**src/snlc_pkg.sv**
```systemverilog
package snlc_pkg;

  // ------------------------------------------------------------
  // Register indices (byte address is four times the index)
  // ------------------------------------------------------------
  localparam logic [7:0] SNLC_IDX_TILE0_DBG = 8'h10;
  localparam logic [7:0] SNLC_IDX_TILE1_DBG = 8'h11;
  localparam logic [7:0] SNLC_IDX_DBG_SRC = 8'h1f;
  localparam logic [7:0] SNLC_IDX_EXT_STATUS = 8'h20;
  localparam logic [7:0] SNLC_IDX_PP_STATUS = 8'h40;
  localparam logic [7:0] SNLC_IDX_EXT_CONFIG = 8'h80;
  localparam logic [7:0] SNLC_IDX_STATIC_FWD = 8'ha0;
  localparam int SNLC_NUM_LINKS = 8;

  // ------------------------------------------------------------
  // Debug line config and source fields
  // ------------------------------------------------------------
  localparam int SNLC_DBG_DRIVE_BIT = 0;
  localparam int SNLC_DBG_LISTEN_BIT = 1;
  localparam int SNLC_SRC_TILE0_BIT = 0;
  localparam int SNLC_SRC_TILE1_BIT = 1;
  localparam int SNLC_SRC_PIN_BIT = 4;

  // ------------------------------------------------------------
  // Link status fields
  // ------------------------------------------------------------
  localparam int SNLC_ST_TARGET_LSB = 24;
  localparam int SNLC_ST_DEST_LSB = 16;
  localparam int SNLC_ST_DIR_LSB = 8;
  localparam int SNLC_ST_NET_LSB = 4;
  localparam int SNLC_ST_JUNK_BIT = 2;
  localparam int SNLC_ST_DST_BIT = 1;
  localparam int SNLC_ST_SRC_BIT = 0;

  // ------------------------------------------------------------
  // Link config fields
  // ------------------------------------------------------------
  localparam int SNLC_CF_ENABLE_BIT = 31;
  localparam int SNLC_CF_WIDE_BIT = 30;
  localparam int SNLC_CF_ERROR_BIT = 27;
  localparam int SNLC_CF_GRANTED_BIT = 26;
  localparam int SNLC_CF_HOLDS_BIT = 25;
  localparam int SNLC_CF_GREET_BIT = 24;
  localparam int SNLC_CF_RXRST_BIT = 23;
  localparam int SNLC_CF_SYMGAP_LSB = 11;
  localparam int SNLC_CF_TOKGAP_LSB = 0;
  localparam int SNLC_GAP_W = 11;

  // ------------------------------------------------------------
  // Static forwarding fields
  // ------------------------------------------------------------
  localparam int SNLC_SF_ENABLE_BIT = 31;
  localparam int SNLC_SF_PROC_BIT = 8;
  localparam int SNLC_SF_CHAN_LSB = 0;
  localparam logic [2:0] SNLC_SF_ORDER_FLIP = 3'h2;

  // ------------------------------------------------------------
  // Reset values
  // ------------------------------------------------------------
  localparam logic [1:0] SNLC_RST_DBG_CFG = 2'h0;
  localparam logic [3:0] SNLC_RST_DIR = 4'h0;
  localparam logic [1:0] SNLC_RST_NET = 2'h0;
  localparam logic SNLC_RST_ENABLE = 1'b0;
  localparam logic SNLC_RST_WIDE = 1'b0;
  localparam logic [10:0] SNLC_RST_GAP = 11'h000;

  // ------------------------------------------------------------
  // Carriers
  // ------------------------------------------------------------
  typedef struct packed {
    logic [1:0] target;
    logic [7:0] dest;
    logic junk;
    logic dst_busy;
    logic src_busy;
  } snlc_link_state_t;

  typedef struct packed {
    logic rx_error;
    logic credit_granted;
    logic credit_held;
  } snlc_link_credit_t;

  typedef struct packed {
    logic enable;
    logic proc;
    logic [4:0] chanend;
  } snlc_static_fwd_t;

endpackage

```
**src/snlc_pacer.sv**
```systemverilog
`timescale 1ns/100ps
module snlc_pacer
  import snlc_pkg::*;
(
  // Clock and reset
  input wire logic clk,
  input wire logic reset_n,
  // Gap settings
  input wire logic [SNLC_GAP_W-1:0] sym_gap,
  input wire logic [SNLC_GAP_W-1:0] tok_gap,
  // Symbol stream from the transmitter
  input wire logic sym_valid,
  input wire logic sym_last,
  output logic sym_ready
);

  logic [SNLC_GAP_W:0] idle_reg;
  logic [SNLC_GAP_W:0] idle_next;
  logic sent;

  assign sent = sym_valid & sym_ready;

  // ------------------------------------------------------------
  // Idle counter: gap plus one clocks after each symbol
  // ------------------------------------------------------------
  always_comb
  begin
    idle_next = idle_reg;
    if (sent && sym_last)
    begin
      idle_next = {1'b0, tok_gap} + 12'h001;
    end
    else if (sent)
    begin
      idle_next = {1'b0, sym_gap} + 12'h001;
    end
    else if (idle_reg != '0)
    begin
      idle_next = idle_reg - 12'h001;
    end
  end

  always_ff @(posedge clk or negedge reset_n)
  begin
    if (!reset_n)
    begin
      idle_reg <= '0;
      sym_ready <= 1'b0;
    end
    else
    begin
      idle_reg <= idle_next;
      sym_ready <= (idle_next == '0);
    end
  end

endmodule

```
**src/snlc_regs.sv**
```systemverilog
`timescale 1ns/100ps
module snlc_regs
  import snlc_pkg::*;
#(
  parameter int NUM_LINKS = SNLC_NUM_LINKS
)
(
  // Clock and reset
  input wire logic clk,
  input wire logic reset_n,
  // APB slave
  input wire logic psel,
  input wire logic penable,
  input wire logic pwrite,
  input wire logic [11:0] paddr,
  input wire logic [31:0] pwdata,
  output logic [31:0] prdata,
  output logic pready,
  output logic pslverr,
  // Shared halt line, open drain, active low
  input wire logic shared_halt_line_in,
  output logic shared_halt_line_out,
  output logic shared_halt_line_oe,
  // Processor tiles
  input wire logic [1:0] halted_flag,
  output logic [1:0] halt_request,
  // Link state from the switch
  input snlc_link_state_t ext_state [NUM_LINKS],
  input snlc_link_state_t pp_state [NUM_LINKS],
  input snlc_link_credit_t ext_credit [NUM_LINKS],
  // Link control
  output logic [NUM_LINKS-1:0] link_enable,
  output logic [NUM_LINKS-1:0] link_wide,
  output logic [NUM_LINKS-1:0] link_greet,
  output logic [NUM_LINKS-1:0] link_rx_reset,
  output logic [3:0] ext_dir [NUM_LINKS],
  output logic [1:0] ext_net [NUM_LINKS],
  output logic [1:0] pp_net [NUM_LINKS],
  output snlc_static_fwd_t static_fwd [NUM_LINKS],
  // Transmit pacing
  input wire logic [NUM_LINKS-1:0] sym_valid,
  input wire logic [NUM_LINKS-1:0] sym_last,
  output logic [NUM_LINKS-1:0] sym_ready,
  // Routing lookup
  input wire logic [7:0] own_node_id,
  input wire logic [7:0] pkt_node_id,
  input wire logic [31:0] dir_table,
  output logic route_mismatch,
  output logic [3:0] route_dir
);

  // ------------------------------------------------------------
  // Decode helpers
  // ------------------------------------------------------------
  function automatic logic in_block(input logic [7:0] idx, input logic [7:0] base);
    in_block = (idx >= base) && (idx < base + 8'(NUM_LINKS));
  endfunction

  function automatic logic [2:0] static_link(input logic [2:0] slot);
    static_link = slot ^ SNLC_SF_ORDER_FLIP;
  endfunction

  function automatic logic [3:0] msb_dir(input logic [7:0] diff, input logic [31:0] table_w);
    logic [3:0] d;
    d = 4'h0;
    for (int b = 0; b < 8; b++)
    begin
      if (diff[b])
      begin
        d = table_w[4*b +: 4];
      end
    end
    msb_dir = d;
  endfunction

  // ------------------------------------------------------------
  // Storage
  // ------------------------------------------------------------
  logic [1:0] dbg_cfg_reg [2];
  logic [2:0] dbg_src_reg;
  logic [3:0] dir_reg [NUM_LINKS];
  logic [1:0] ext_net_reg [NUM_LINKS];
  logic [1:0] pp_net_reg [NUM_LINKS];
  logic [NUM_LINKS-1:0] enable_reg;
  logic [NUM_LINKS-1:0] wide_reg;
  logic [SNLC_GAP_W-1:0] sym_gap_reg [NUM_LINKS];
  logic [SNLC_GAP_W-1:0] tok_gap_reg [NUM_LINKS];
  snlc_static_fwd_t fwd_reg [NUM_LINKS];

  // ------------------------------------------------------------
  // APB handshake
  // ------------------------------------------------------------
  logic [7:0] idx;
  logic hit_hi;
  logic wr_now;
  logic [2:0] lane;
  logic mapped;

  assign idx = paddr[9:2];
  assign hit_hi = (paddr[11:10] == 2'h0) && (paddr[1:0] == 2'h0);
  assign wr_now = psel & penable & pready & pwrite & mapped;
  assign lane = idx[2:0];

  always_comb
  begin
    mapped = hit_hi && ((idx == SNLC_IDX_TILE0_DBG) || (idx == SNLC_IDX_TILE1_DBG)
      || (idx == SNLC_IDX_DBG_SRC) || in_block(idx, SNLC_IDX_EXT_STATUS)
      || in_block(idx, SNLC_IDX_PP_STATUS) || in_block(idx, SNLC_IDX_EXT_CONFIG)
      || in_block(idx, SNLC_IDX_STATIC_FWD));
  end

  // ------------------------------------------------------------
  // Read data
  // ------------------------------------------------------------
  logic [31:0] rd_word;
  snlc_link_state_t st_sel;

  assign st_sel = idx[6] ? pp_state[lane] : ext_state[lane];

  always_comb
  begin
    rd_word = 32'h0000_0000;
    if (idx == SNLC_IDX_TILE0_DBG || idx == SNLC_IDX_TILE1_DBG)
    begin
      rd_word[1:0] = dbg_cfg_reg[idx[0]];
    end
    else if (idx == SNLC_IDX_DBG_SRC)
    begin
      rd_word[SNLC_SRC_PIN_BIT] = dbg_src_reg[2];
      rd_word[SNLC_SRC_TILE1_BIT] = dbg_src_reg[1];
      rd_word[SNLC_SRC_TILE0_BIT] = dbg_src_reg[0];
    end
    else if (in_block(idx, SNLC_IDX_EXT_STATUS) || in_block(idx, SNLC_IDX_PP_STATUS))
    begin
      rd_word[SNLC_ST_TARGET_LSB +: 2] = st_sel.target;
      rd_word[SNLC_ST_DEST_LSB +: 8] = st_sel.dest;
      rd_word[SNLC_ST_JUNK_BIT] = st_sel.junk;
      rd_word[SNLC_ST_DST_BIT] = st_sel.dst_busy;
      rd_word[SNLC_ST_SRC_BIT] = st_sel.src_busy;
      rd_word[SNLC_ST_NET_LSB +: 2] = idx[6] ? pp_net_reg[lane] : ext_net_reg[lane];
      if (!idx[6])
      begin
        rd_word[SNLC_ST_DIR_LSB +: 4] = dir_reg[lane];
      end
    end
    else if (in_block(idx, SNLC_IDX_EXT_CONFIG))
    begin
      rd_word[SNLC_CF_ENABLE_BIT] = enable_reg[lane];
      rd_word[SNLC_CF_WIDE_BIT] = wide_reg[lane];
      rd_word[SNLC_CF_ERROR_BIT] = ext_credit[lane].rx_error;
      rd_word[SNLC_CF_GRANTED_BIT] = ext_credit[lane].credit_granted;
      rd_word[SNLC_CF_HOLDS_BIT] = ext_credit[lane].credit_held;
      rd_word[SNLC_CF_SYMGAP_LSB +: SNLC_GAP_W] = sym_gap_reg[lane];
      rd_word[SNLC_CF_TOKGAP_LSB +: SNLC_GAP_W] = tok_gap_reg[lane];
    end
    else if (in_block(idx, SNLC_IDX_STATIC_FWD))
    begin
      rd_word[SNLC_SF_ENABLE_BIT] = fwd_reg[static_link(lane)].enable;
      rd_word[SNLC_SF_PROC_BIT] = fwd_reg[static_link(lane)].proc;
      rd_word[SNLC_SF_CHAN_LSB +: 5] = fwd_reg[static_link(lane)].chanend;
    end
  end

  always_ff @(posedge clk or negedge reset_n)
  begin
    if (!reset_n)
    begin
      pready <= 1'b0;
      prdata <= 32'h0000_0000;
      pslverr <= 1'b0;
    end
    else
    begin
      pready <= psel & penable & ~pready;
      pslverr <= psel & penable & ~pready & ~mapped;
      if (psel && penable && !pready && !pwrite && mapped)
      begin
        prdata <= rd_word;
      end
      else if (psel && penable && !pready)
      begin
        prdata <= 32'h0000_0000;
      end
    end
  end

  // ------------------------------------------------------------
  // Debug line configuration
  // ------------------------------------------------------------
  always_ff @(posedge clk or negedge reset_n)
  begin
    if (!reset_n)
    begin
      dbg_cfg_reg[0] <= SNLC_RST_DBG_CFG;
      dbg_cfg_reg[1] <= SNLC_RST_DBG_CFG;
    end
    else if (wr_now && (idx == SNLC_IDX_TILE0_DBG || idx == SNLC_IDX_TILE1_DBG))
    begin
      dbg_cfg_reg[idx[0]] <= pwdata[1:0];
    end
  end

  // ------------------------------------------------------------
  // Shared halt line and event source
  // ------------------------------------------------------------
  logic pin_meta_reg;
  logic pin_sync_reg;
  logic [1:0] tile_drive;
  logic line_active;
  logic line_prev_reg;
  logic pin_only;

  assign tile_drive[0] = halted_flag[0] & dbg_cfg_reg[0][SNLC_DBG_DRIVE_BIT];
  assign tile_drive[1] = halted_flag[1] & dbg_cfg_reg[1][SNLC_DBG_DRIVE_BIT];
  assign pin_only = ~pin_sync_reg & ~shared_halt_line_oe;
  assign line_active = shared_halt_line_oe | ~pin_sync_reg;

  always_ff @(posedge clk or negedge reset_n)
  begin
    if (!reset_n)
    begin
      pin_meta_reg <= 1'b1;
      pin_sync_reg <= 1'b1;
      line_prev_reg <= 1'b0;
      shared_halt_line_out <= 1'b0;
      shared_halt_line_oe <= 1'b0;
      halt_request <= 2'h0;
    end
    else
    begin
      pin_meta_reg <= shared_halt_line_in;
      pin_sync_reg <= pin_meta_reg;
      line_prev_reg <= line_active;
      shared_halt_line_out <= 1'b0;
      shared_halt_line_oe <= |tile_drive;
      halt_request[0] <= line_active & dbg_cfg_reg[0][SNLC_DBG_LISTEN_BIT];
      halt_request[1] <= line_active & dbg_cfg_reg[1][SNLC_DBG_LISTEN_BIT];
    end
  end

  always_ff @(posedge clk or negedge reset_n)
  begin
    if (!reset_n)
    begin
      dbg_src_reg <= 3'h0;
    end
    else if (line_active && !line_prev_reg)
    begin
      dbg_src_reg[2] <= pin_only;
      dbg_src_reg[1] <= shared_halt_line_oe & tile_drive[1];
      dbg_src_reg[0] <= shared_halt_line_oe & tile_drive[0];
    end
    else if (wr_now && idx == SNLC_IDX_DBG_SRC)
    begin
      dbg_src_reg <= {pwdata[SNLC_SRC_PIN_BIT], pwdata[SNLC_SRC_TILE1_BIT],
        pwdata[SNLC_SRC_TILE0_BIT]};
    end
  end

  // ------------------------------------------------------------
  // Link status direction and network
  // ------------------------------------------------------------
  always_ff @(posedge clk or negedge reset_n)
  begin
    if (!reset_n)
    begin
      for (int i = 0; i < NUM_LINKS; i++)
      begin
        dir_reg[i] <= SNLC_RST_DIR;
        ext_net_reg[i] <= SNLC_RST_NET;
        pp_net_reg[i] <= SNLC_RST_NET;
      end
    end
    else if (wr_now && in_block(idx, SNLC_IDX_EXT_STATUS))
    begin
      dir_reg[lane] <= pwdata[SNLC_ST_DIR_LSB +: 4];
      ext_net_reg[lane] <= pwdata[SNLC_ST_NET_LSB +: 2];
    end
    else if (wr_now && in_block(idx, SNLC_IDX_PP_STATUS))
    begin
      pp_net_reg[lane] <= pwdata[SNLC_ST_NET_LSB +: 2];
    end
  end

  // ------------------------------------------------------------
  // Link configuration
  // ------------------------------------------------------------
  always_ff @(posedge clk or negedge reset_n)
  begin
    if (!reset_n)
    begin
      enable_reg <= '0;
      wide_reg <= '0;
      for (int i = 0; i < NUM_LINKS; i++)
      begin
        sym_gap_reg[i] <= SNLC_RST_GAP;
        tok_gap_reg[i] <= SNLC_RST_GAP;
      end
    end
    else if (wr_now && in_block(idx, SNLC_IDX_EXT_CONFIG))
    begin
      enable_reg[lane] <= pwdata[SNLC_CF_ENABLE_BIT];
      wide_reg[lane] <= pwdata[SNLC_CF_WIDE_BIT];
      sym_gap_reg[lane] <= pwdata[SNLC_CF_SYMGAP_LSB +: SNLC_GAP_W];
      tok_gap_reg[lane] <= pwdata[SNLC_CF_TOKGAP_LSB +: SNLC_GAP_W];
    end
  end

  // Write-only commands as one-cycle pulses
  always_ff @(posedge clk or negedge reset_n)
  begin
    if (!reset_n)
    begin
      link_greet <= '0;
      link_rx_reset <= '0;
    end
    else
    begin
      for (int i = 0; i < NUM_LINKS; i++)
      begin
        link_greet[i] <= wr_now && in_block(idx, SNLC_IDX_EXT_CONFIG)
          && lane == 3'(i) && pwdata[SNLC_CF_GREET_BIT];
        link_rx_reset[i] <= wr_now && in_block(idx, SNLC_IDX_EXT_CONFIG)
          && lane == 3'(i) && pwdata[SNLC_CF_RXRST_BIT];
      end
    end
  end

  // ------------------------------------------------------------
  // Static forwarding
  // ------------------------------------------------------------
  always_ff @(posedge clk or negedge reset_n)
  begin
    if (!reset_n)
    begin
      for (int i = 0; i < NUM_LINKS; i++)
      begin
        fwd_reg[i] <= '0;
      end
    end
    else if (wr_now && in_block(idx, SNLC_IDX_STATIC_FWD))
    begin
      fwd_reg[static_link(lane)].enable <= pwdata[SNLC_SF_ENABLE_BIT];
      fwd_reg[static_link(lane)].proc <= pwdata[SNLC_SF_PROC_BIT];
      fwd_reg[static_link(lane)].chanend <= pwdata[SNLC_SF_CHAN_LSB +: 5];
    end
  end

  // ------------------------------------------------------------
  // Registered control outputs
  // ------------------------------------------------------------
  always_ff @(posedge clk or negedge reset_n)
  begin
    if (!reset_n)
    begin
      link_enable <= '0;
      link_wide <= '0;
      for (int i = 0; i < NUM_LINKS; i++)
      begin
        ext_dir[i] <= SNLC_RST_DIR;
        ext_net[i] <= SNLC_RST_NET;
        pp_net[i] <= SNLC_RST_NET;
        static_fwd[i] <= '0;
      end
    end
    else
    begin
      link_enable <= enable_reg;
      link_wide <= wide_reg;
      for (int i = 0; i < NUM_LINKS; i++)
      begin
        ext_dir[i] <= dir_reg[i];
        ext_net[i] <= ext_net_reg[i];
        pp_net[i] <= pp_net_reg[i];
        static_fwd[i] <= fwd_reg[i];
      end
    end
  end

  // ------------------------------------------------------------
  // Routing lookup
  // ------------------------------------------------------------
  always_ff @(posedge clk or negedge reset_n)
  begin
    if (!reset_n)
    begin
      route_mismatch <= 1'b0;
      route_dir <= 4'h0;
    end
    else
    begin
      route_mismatch <= |(own_node_id ^ pkt_node_id);
      route_dir <= msb_dir(own_node_id ^ pkt_node_id, dir_table);
    end
  end

  // ------------------------------------------------------------
  // Transmit pacing per link
  // ------------------------------------------------------------
  for (genvar g = 0; g < NUM_LINKS; g++)
  begin : g_pace
    snlc_pacer u_pacer (
      .clk(clk),
      .reset_n(reset_n),
      .sym_gap(sym_gap_reg[g]),
      .tok_gap(tok_gap_reg[g]),
      .sym_valid(sym_valid[g]),
      .sym_last(sym_last[g]),
      .sym_ready(sym_ready[g])
    );
  end

endmodule

```
**config.mk**
```make
export PLATFORM = sky130hd
export DESIGN_NAME = snlc_regs
export DESIGN_NICKNAME = d
export VERILOG_FILES = /design/src/snlc_pkg.sv /design/src/snlc_pacer.sv /design/src/snlc_regs.sv
export SDC_FILE = /design/constraint.sdc
export NUM_CORES = 1
export LEC_CHECK = 0
export BUFFER_PORTS_ARGS = -buffer_cell sky130_fd_sc_hd__buf_2
export CORE_UTILIZATION = 62
export DETAILED_ROUTE_END_ITERATION = 8
export MAX_ROUTING_LAYER = met4
export PLACE_DENSITY = 0.87
export SLEW_MARGIN = 15
export SYNTH_ARGS = -nofsm -noshare
export SYNTH_HDL_FRONTEND = slang
export SYNTH_HIERARCHICAL = 1
export SYNTH_SLANG_ARGS = --single-unit
```
**constraint.sdc**
```tcl
create_clock -name clk -period 5.1 [get_ports clk]
set_input_delay 0.255 -clock clk [delete_from_list [all_inputs] [get_ports clk]]
set_output_delay 0.255 -clock clk [all_outputs]
set_load 0.05 [all_outputs]
```
# After elaboration in Yosys (flattened, before gate mapping)
# Index checks and enable logic that the tools add are counted.
[classes]
add_sub_neg = 24
n_mul = 0
div = 0
magnitude_cmp = 16
n_eq_ne = 10
shift = 0
mux = 129
n_bitwise = 32
n_reduce_logical = 87
[ops]
columns = ["op", "n"]
rows = [
  ["2-to-1 mux 12 bit", 24],
  ["adder 11 x 1 -> 12 bit, second input constant", 16],
  ["bitwise mux 88 bit", 2],
  ["bitwise mux 56 bit", 3],
  ["logical NOT 12 bit", 8],
  ["nonzero test 12 bit", 8],
  ["subtractor 12 x 1 -> 12 bit, second input constant", 8],
  ["binary-select mux 13 bit (select 3 bit)", 2],
  ["2-to-1 mux 13 bit", 6],
  ["binary-select mux 11 bit (select 3 bit)", 2],
  ["2-to-1 mux 32 bit", 2],
  ["demux 7 bit (select 3 bit)", 3],
  ["2-to-1 mux 4 bit", 14],
  ["2-to-1 mux 11 bit", 5],
  ["logical AND 1 bit", 53],
  ["2-to-1 mux 2 bit", 19],
  ["demux 11 bit (select 3 bit)", 1],
  ["bitwise mux 16 bit", 2],
  ["bitwise mux 32 bit", 1],
  ["2-to-1 mux 26 bit", 1],
  ["== test 8 x 5 -> 1 bit, second input constant", 3],
  ["2-to-1 mux 3 bit", 8],
  ["2-to-1 mux 23 bit", 1],
  ["AND 1 bit", 21],
  ["other kinds (43)", 85],
]
[word_totals]
ff_bits = 620
latch_bits = 0
ramBits = 0
mem_bits_ro = 0
in_bits = 348
output_inout_bits = 203
word_cells = 445
memories = 0

# Longest topological paths before layout
# Gate-level depths: netlist of the first run.
[depth]
word_depth = 12
mapped_depth = 9
depth_no_buf = 9

# Cells and area by module
# The synthesis of the first run kept the hierarchy.
[by_module_without_submodules]
columns = ["module", "n_inst", "cells_per_inst", "area_per_inst_um2", "seq_area_each_um2"]
rows = [
  ["snlc_regs", 1, 1671, 22288.9, 12864.8],
  ["snlc_pacer at g_pace[0].u_pacer ...", 7, 164, 1346.3, 325.3],
  ["snlc_pacer at g_pace[4].u_pacer", 1, 147, 1246.2, 325.3],
]

# Worst setup path before layout of the first run
# No wires, ideal clock.
[synth_timing]
path_type = "register -> register"
startpoint = "register g_pace[0].u_pacer.idle_reg[0]"
endpoint = "register g_pace[0].u_pacer.sym_ready"
setup_time_ps = 96
arrival_ps = 2553
t_required_ps = 5004
slack_ps = 2451
path_stages_with_launch = 10
path_buffers = 1
period_less_slack_ps = 2649
cell_sequence = "dfrtp_1 inv_1 ha_1 or4b_1 or4_1 buf_2 o21ai_2 a221oi_2 or4_1 nor4_2"
[synth_between]
elab_chain_cells = 5
elab_cells_between_ends = 6
classes_between = "1 x add/sub; 3 x mux; 2 x reduce/logical"
[synth_lines]
columns = ["item", "line", "rtl"]
rows = [
  ["from (decl)", "snlc_pacer.sv:17", "logic [SNLC_GAP_W:0] idle_reg;"],
  ["from (signal assigned)", "snlc_pacer.sv:52", "idle_reg <= idle_next;"],
  ["subtractor 12 x 1 -> 12 bit / nonzero test 12 bit (equally long branches)", "snlc_pacer.sv:39, snlc_pacer.sv:37", ""],
  ["2-to-1 mux 12 bit (*)", "snlc_pacer.sv:37", "else if (idle_reg != '0)"],
  ["2-to-1 mux 12 bit (*)", "snlc_pacer.sv:33", "else if (sent)"],
  ["2-to-1 mux 12 bit (*)", "snlc_pacer.sv:29", "if (sent && sym_last)"],
  ["net g_pace[0].u_pacer.idle_next[3]", "snlc_pacer.sv:18", "logic [SNLC_GAP_W:0] idle_next;"],
  ["logical NOT 12 bit (*)", "snlc_pacer.sv:53", "sym_ready <= (idle_next == '0);"],
  ["to (signal assigned)", "snlc_pacer.sv:53", ""],
  ["to (decl)", "snlc_pacer.sv:14", "output logic sym_ready"],
]
# Mark *: on every way through the listed nets, which the timed path passes. The rest lies on a longest branch.
# A chain may end at the register's enable or synchronous reset.

# Worst setup path after layout of the first run
[layout_timing]
startpoint = "register pready"
endpoint = "register prdata[8]"
[layout_between]
elab_chain_cells = 5
elab_cells_between_ends = 6
classes_between = "1 x mux; 5 x reduce/logical"
[layout_lines]
columns = ["item", "line", "rtl"]
rows = [
  ["from (decl)", "snlc_regs.sv:18", "output logic pready,"],
  ["from (signal assigned)", "snlc_regs.sv:174", "pready <= psel & penable & ~pready;"],
  ["logical NOT 1 bit (*)", "snlc_regs.sv:176, snlc_regs.sv:180", ""],
  ["logical AND 1 bit (*)", "snlc_regs.sv:176, snlc_regs.sv:180", ""],
  ["logical AND 1 bit (2 in series)", "snlc_regs.sv:176", "if (psel && penable && !pready && !pwrite && mapped)"],
  ["2-to-1 mux 32 bit / nonzero test 2 bit (equally long branches)", "--", ""],
  ["to (signal assigned)", "snlc_regs.sv:178", "prdata <= rd_word;"],
  ["to (decl)", "snlc_regs.sv:17", "output logic [31:0] prdata,"],
]
# Every way passes the cells marked *; elsewhere a longest branch is shown, timed or not.

==> results.sh, run 1 <==
export IMPL_dp_hpwl_um=91010
export IMPL_critPathKind="flip-flop to flip-flop"
export IMPL_grt_max_degree=148
export IMPL_syn_cell_area_um2=32960
export IMPL_rows=84
export IMPL_hold_violations=0
export IMPL_final_common_cell="dfrtp_1"
export IMPL_finalMaxSlewViolations=0
export IMPL_cts_buffers=60
export IMPL_crit_required_ns=5.70
export IMPL_finalWeightedCongestion=1.032
export IMPL_mostFrequentLayoutCells="dfrtp_1 (616), buf_2 (537), mux2_2 (320)"
export IMPL_die_x_um=232.6
export IMPL_die_area_um2=54090
export IMPL_clock_sinks=618
export IMPL_setup_viol=0
export IMPL_yosysWarnings=6
export IMPL_synth_async_reset_ratio_pct=100.0
export IMPL_worst_pin_slew_ns=1.242
export IMPL_wl_um=129600
export IMPL_clk_latency_ns=0.66
export IMPL_fillers=3540
export IMPL_synth_ff_type="dfrtp_1"
export IMPL_cts_buffer_depth=3
export IMPL_cap_violations=0
export IMPL_fin_tns_setup_ns=0
export IMPL_cts_max_level=2
export IMPL_vdd_drop_max_mv=0.2680
export IMPL_cellLeakagePower_nw=18.17
export IMPL_portBuffers=541
export IMPL_place_inst=4059
export IMPL_clock_skew_ns=0.03218
export IMPL_vias_per_cell=7.177
export IMPL_largest_reg_flops=96
export IMPL_synth_top_area_cell="dfrtp_1"
export IMPL_fp_coreArea_um2=52550
export IMPL_cp_arrival_ns=3.78
export IMPL_synth_edf_count=0
export IMPL_yosysUniqueCellTypes=87
export IMPL_cts_root_buf="clkbuf_16"
export IMPL_overflow=0
export IMPL_yosys_area_top_type_share_pct=46.77
export IMPL_synthCells=2966
export IMPL_powerDensity_nw_per_um2=271.5
export IMPL_synth_area_top_cells="dfrtp_1 (47%), mux2_2 (11%), mux2i_1 (2.8%)"
export IMPL_antenna_left=0
export IMPL_wl_per_cell_um=30.78
export IMPL_path_clk_slew_ns=0.07
export IMPL_max_freq_ghz=0.3143
export IMPL_antenna_found_initial=20
export IMPL_status="complete, no violations"
export IMPL_num_vias=30210
export IMPL_seq_area_frac_synth_pct=46.93
export IMPL_hold_path_class="input port to flip-flop"
export IMPL_power_mw=10.43
export IMPL_relSlewSlack_pct=17.01
export IMPL_boundaryPins=551
export IMPL_period_share_pct=62.38
export IMPL_path_max_fanout=13
export IMPL_synth_seq_cells=618
export IMPL_fin_nets=3832
export IMPL_rsz0062_at_grt="false"
export IMPL_drtPass1Iterations=9
export IMPL_cp_cell_sequence="nand3b_1 -> or3_1 -> nor2_1 -> a21boi_0 -> a221o_1"
export IMPL_area_growth_pct=16.57
export IMPL_cp_slowest_cell="or3_1"
export IMPL_grt_pass1_wl_um=187600
export IMPL_route_detailed_drc=0
export IMPL_crit_path_start_kind="flip-flop"
export IMPL_syn_area_per_cell_um2=11.11
export IMPL_cp_end_kind="flip-flop"
export IMPL_first_iter_violations=4114
export IMPL_slowest_delay_ns=0.83
export IMPL_die_h_um=232.6
export IMPL_cts_tree="done"
export IMPL_stdcell_count=4209
export IMPL_grt_pass1_vias=28950
export IMPL_initial_core_util_pct=62.72
export IMPL_finalCriticalPeriod_ns=3.181
export IMPL_grt_use_total_pct=49.24
export IMPL_drive_above_1_share_pct=31.80
## layer usage
metal / GRT usage [%] / share of wire [%] / vias up
met5: - / 0 / -
met4: 42.81 / 11 / 0
met3: 15.44 / 13 / 773
met2: 69.05 / 43 / 2551
met1: 57.06 / 34 / 14600
li1: - / - / 12290
## power breakdown
group          total, mW  internal [mW]  switching (mW)  leakage (nW)
clock               4.61           2.57            2.04         0.988
sequential          4.92           4.91         0.00707          8.38
combinational      0.905          0.284           0.621          8.81
## path summary, 6_finish.rpt
check / slack (ns) / endpoint / depth (start not counted) / start
max: 1.92 / prdata[8]$_DFFE_PN0P_ / 5 / pready$_DFF_PN0_
min: 0.01 / prdata[23]$_DFFE_PN0P_ / 5 / ext_state[10]
max reg2reg: 1.92 / prdata[8]$_DFFE_PN0P_ / 5 / pready$_DFF_PN0_
min reg2reg: 0.36 / pin_sync_reg$_DFF_PN1_ / 0 / pin_meta_reg$_DFF_PN1_
max in group asynchronous: 3.46 / static_fwd[52]$_DFF_PN0_ / 3 / reset_n
min in group asynchronous: 0.26 / link_greet[4]$_DFF_PN0_ / 2 / reset_n
## final cells by class
cell class,instances,area [um2],share of cell area [%]
Tap cell,688,860.8,2.240
Sequential cell,618,15470,40.26
Clock inverter,33,346.6,0.9020
Timing Repair Buffer,595,3244,8.444
Clock buffer,77,1665,4.334
Inverter,43,161.4,0.4201
Multi-Input combinational cell,2134,16620,43.27
Antenna cell,21,52.55,0.1368
## cells in the mapped netlist, types with 26 or more instances
library cell	n
dfrtp_1	616
mux2_2	320
nand2_1	176
nor2_1	142
nand3_1	122
a21oi_1	107
clkbuf_1	101
mux2i_1	93
o22ai_1	93
xnor2_1	88
mux2_1	64
nor3_1	59
o21ai_0	55
o211ai_1	52
buf_2	48
nand4_1	48
o221ai_1	48
xor2_1	47
inv_1	41
ha_1	32
nor4_1	31
or4_1	31
o31a_1	29
o31ai_1	29
nand3b_1	26
## critical path, delay by kind of cell, from the launching register on
family,cells,cell delay (ns)
flip-flops,1,0.38
AND/OR/NAND/NOR,3,1.89
AO/OA/AOI/OAI,2,0.84
## through the flow
step	utilization [%]	hold slack [ns]	instance area [um2]	setup WS [ns]
floorplan	-	-0.04059	32970	2.451
global placement	68.81	0.3466	36160	1.804
detailed placement	68.81	0.3476	36160	1.757
CTS	73.00	0.002607	38360	2.046
global route	73.10	0.02951	38420	1.859
finish	73.11	0.01310	38420	1.919
## kinds of logic after synthesis
logic type | Yosys count | share of synthesized area, %
AND/OR/NAND/NOR | 840 | 14.48
multiplexers | 500 | 17.52
flip-flops | 618 | 46.93
AO/OA/AOI/OAI | 624 | 13.57
adder cells (fa/ha/maj) | 32 | 1.215
XOR/XNOR | 135 | 3.587
other | 1 | 0.01138
buffers and inverters | 216 | 2.688
## what timing repair did
action | in CTS | in global routing
resized for setup | 0 | 0
hold endpoints to repair | 128 | 0
setup buffers | 0 | 0
hold buffers | 19 | 0
No activity file was read; power rests on OpenSTA's default activity.
==> run 2, diff against run 1 <==
--- a/config.mk
+++ b/config.mk
@@ -6,10 +6,10 @@
 export NUM_CORES = 1
 export LEC_CHECK = 0
 export BUFFER_PORTS_ARGS = -buffer_cell sky130_fd_sc_hd__buf_2
-export CORE_UTILIZATION = 62
+export CORE_UTILIZATION = 52
 export DETAILED_ROUTE_END_ITERATION = 8
 export MAX_ROUTING_LAYER = met4
-export PLACE_DENSITY = 0.87
+export PLACE_DENSITY = 0.78
 export SLEW_MARGIN = 15
 export SYNTH_ARGS = -nofsm -noshare
 export SYNTH_HDL_FRONTEND = slang
==> constraint.sdc (replaced) <==
create_clock -name clk -period 2.8 [get_ports clk]
set_input_delay 0.14 -clock clk [delete_from_list [all_inputs] [get_ports clk]]
set_output_delay 0.14 -clock clk [all_outputs]
set_load 0.05 [all_outputs]
==> results.sh, run 2 (same netlist as run 1, synthesis figures left out) <==
export IMPL_overflow=0
export IMPL_fin_tns_setup_ns=0
export IMPL_die_x_um=253.8
export IMPL_mostFrequentLayoutCells="dfrtp_1 (616), buf_2 (537), mux2_2 (320)"
export IMPL_setup_viol=0
export IMPL_crit_path_start_kind="flip-flop"
export IMPL_area_growth_pct=24.05
export IMPL_powerDensity_nw_per_um2=497.4
export IMPL_cp_arrival_ns=3.27
export IMPL_hold_violations=0
export IMPL_fillers=4887
export IMPL_path_max_fanout=7
export IMPL_cap_violations=0
export IMPL_cts_max_level=3
export IMPL_cts_root_buf="clkbuf_16"
export IMPL_crit_required_ns=3.31
export IMPL_cp_cell_sequence="inv_2 -> ha_4 -> or4b_4 -> or4_4 -> o21ai_2 -> a221oi_2 -> or4_1 -> nor4_2"
export IMPL_finish_instance_area_um2=40890
export IMPL_cts_buffer_depth=3
export IMPL_die_area_um2=64390
export IMPL_clock_skew_ns=0.01858
export IMPL_clk_latency_ns=0.62
export IMPL_cp_end_kind="flip-flop"
export IMPL_ff_latch_area_um2=15470
export IMPL_boundaryPins=551
export IMPL_fin_nets=4038
export IMPL_final_util_pct=65.77
export IMPL_route_detailed_drc=0
export IMPL_worst_pin_slew_ns=1.185
export IMPL_finalMaxSlewViolations=0
export IMPL_grt_use_total_pct=42.30
export IMPL_grt_pass1_wl_um=193500
export IMPL_cp_slowest_cell="or4_4"
export IMPL_final_common_cell="dfrtp_1"
export IMPL_fp_coreArea_um2=62170
export IMPL_period_share_pct=98.26
export IMPL_largest_reg_flops=96
export IMPL_cts_tree="done"
export IMPL_antenna_found_initial=12
export IMPL_rsz0062_at_grt="true"
export IMPL_hold_path_class="input port to flip-flop"
export IMPL_use_met1_pct=49.44
export IMPL_grt_util_met3_pct=10.11
export IMPL_grt_pass1_vias=29920
export IMPL_die_h_um=253.8
export IMPL_initial_core_util_pct=53.02
export IMPL_num_vias=30180
export IMPL_status="complete, no violations"
export IMPL_place_ws_ns=-0.005279
export IMPL_dp_hpwl_um=97990
export IMPL_crit_buf_inv=1
export IMPL_cellLeakagePower_nw=19.45
export IMPL_drtPass1Iterations=8
export IMPL_finalCriticalPeriod_ns=2.751
export IMPL_multi_input_area_um2=16820
export IMPL_wl_per_cell_um=29.14
export IMPL_vdd_drop_max_mv=0.4425
export IMPL_clock_sinks=618
export IMPL_slowest_delay_ns=0.64
export IMPL_fin_ws_ns=0.04881
export IMPL_groute_layer_met2_usage_pct=63.78
export IMPL_wl_um=132800
export IMPL_critPathKind="flip-flop to flip-flop"
export IMPL_postPlaceCellArea_um2=37660
export IMPL_first_iter_violations=3264
export IMPL_antenna_left=0
export IMPL_grt_max_degree=104
export IMPL_portBuffers=541
export IMPL_drive_above_1_share_pct=36.17
export IMPL_path_clk_slew_ns=0.07
export IMPL_rows=91
export IMPL_relSlewSlack_pct=20.40
export IMPL_place_inst=4363
export IMPL_cts_buffers=67
export IMPL_critPathTopFamily="simple AND/OR/NAND/NOR gates"
export IMPL_finalWeightedCongestion=1.020
export IMPL_max_freq_ghz=0.3635
export IMPL_stdcell_count=4556
export IMPL_vias_per_cell=6.624
export IMPL_grt_busiest_layer="met2"
[run 2: report_power, final]
part           internal (mW)  total (mW)  switching (mW)
clock                   5.71        9.65            3.94
sequential              8.95        8.96          0.0115
combinational          0.597        1.73            1.13
[run 2: area by class of cell]
cell class                 count  area share, %
clock inverter                37          1.343
antenna                       11        0.06733
inverter                      43         0.3948
tap                          837          2.561
clock buffer                  82          4.535
timing repair buffer         794          12.12
multi-input combinational   2134          41.15
sequential                   618          37.83
[run 2: path summary, 6_finish.rpt]
kind,end,slack (ns),depth (start not counted),startpoint
min in group asynchronous,dir_reg[29]$_DFFE_PN0P_,0.07,2,reset_n
max,g_pace[5].u_pacer/sym_ready$_DFF_PN0_,0.05,8,g_pace[5].u_pacer/idle_reg[1]$_DFF_PN0_
max reg2reg,g_pace[5].u_pacer/sym_ready$_DFF_PN0_,0.05,8,g_pace[5].u_pacer/idle_reg[1]$_DFF_PN0_
min,prdata[17]$_DFFE_PN0P_,0.02,5,pp_state[56]
max in group asynchronous,g_pace[3].u_pacer/idle_reg[4]$_DFF_PN0_,1.76,3,reset_n
min reg2reg,static_fwd[31]$_DFF_PN0_,0.40,0,fwd_reg[31]$_DFFE_PN0P_
[run 2: tightest hold or removal path, stage by stage]
cell and delay [ns]:
buf_2 0.08, o22ai_1 0.07, nand2_1 0.07, o2bb2ai_1 0.12, a221o_1 0.14
[run 2: stage by stage]
step | power [mW] | hold slack, ns
2_1_floorplan | 9.784 | -0.1556
3_3_place_gp | 10.74 | 0.1287
3_5_place_dp | 10.74 | 0.1279
4_1_cts | 20.29 | 0.0004254
5_1_grt | 20.78 | 0.02885
6_report | 20.34 | 0.02104
[run 2: metal layers]
layer  up-vias  wire length, um
li1      12660                -
met1     14860            47250
met2      2057            59990
met3       602            13950
met4         0            11560
met5         -                0
[run 2: what timing repair did]
item                                    in CTS  in global routing
hold buffers                                42                  0
endpoints found under the hold margin      488                  0
pin swaps                                    2                 26
buffers inserted                             1                 20
gates resized for setup                      5                 49
endpoints found under the setup margin       4                  8
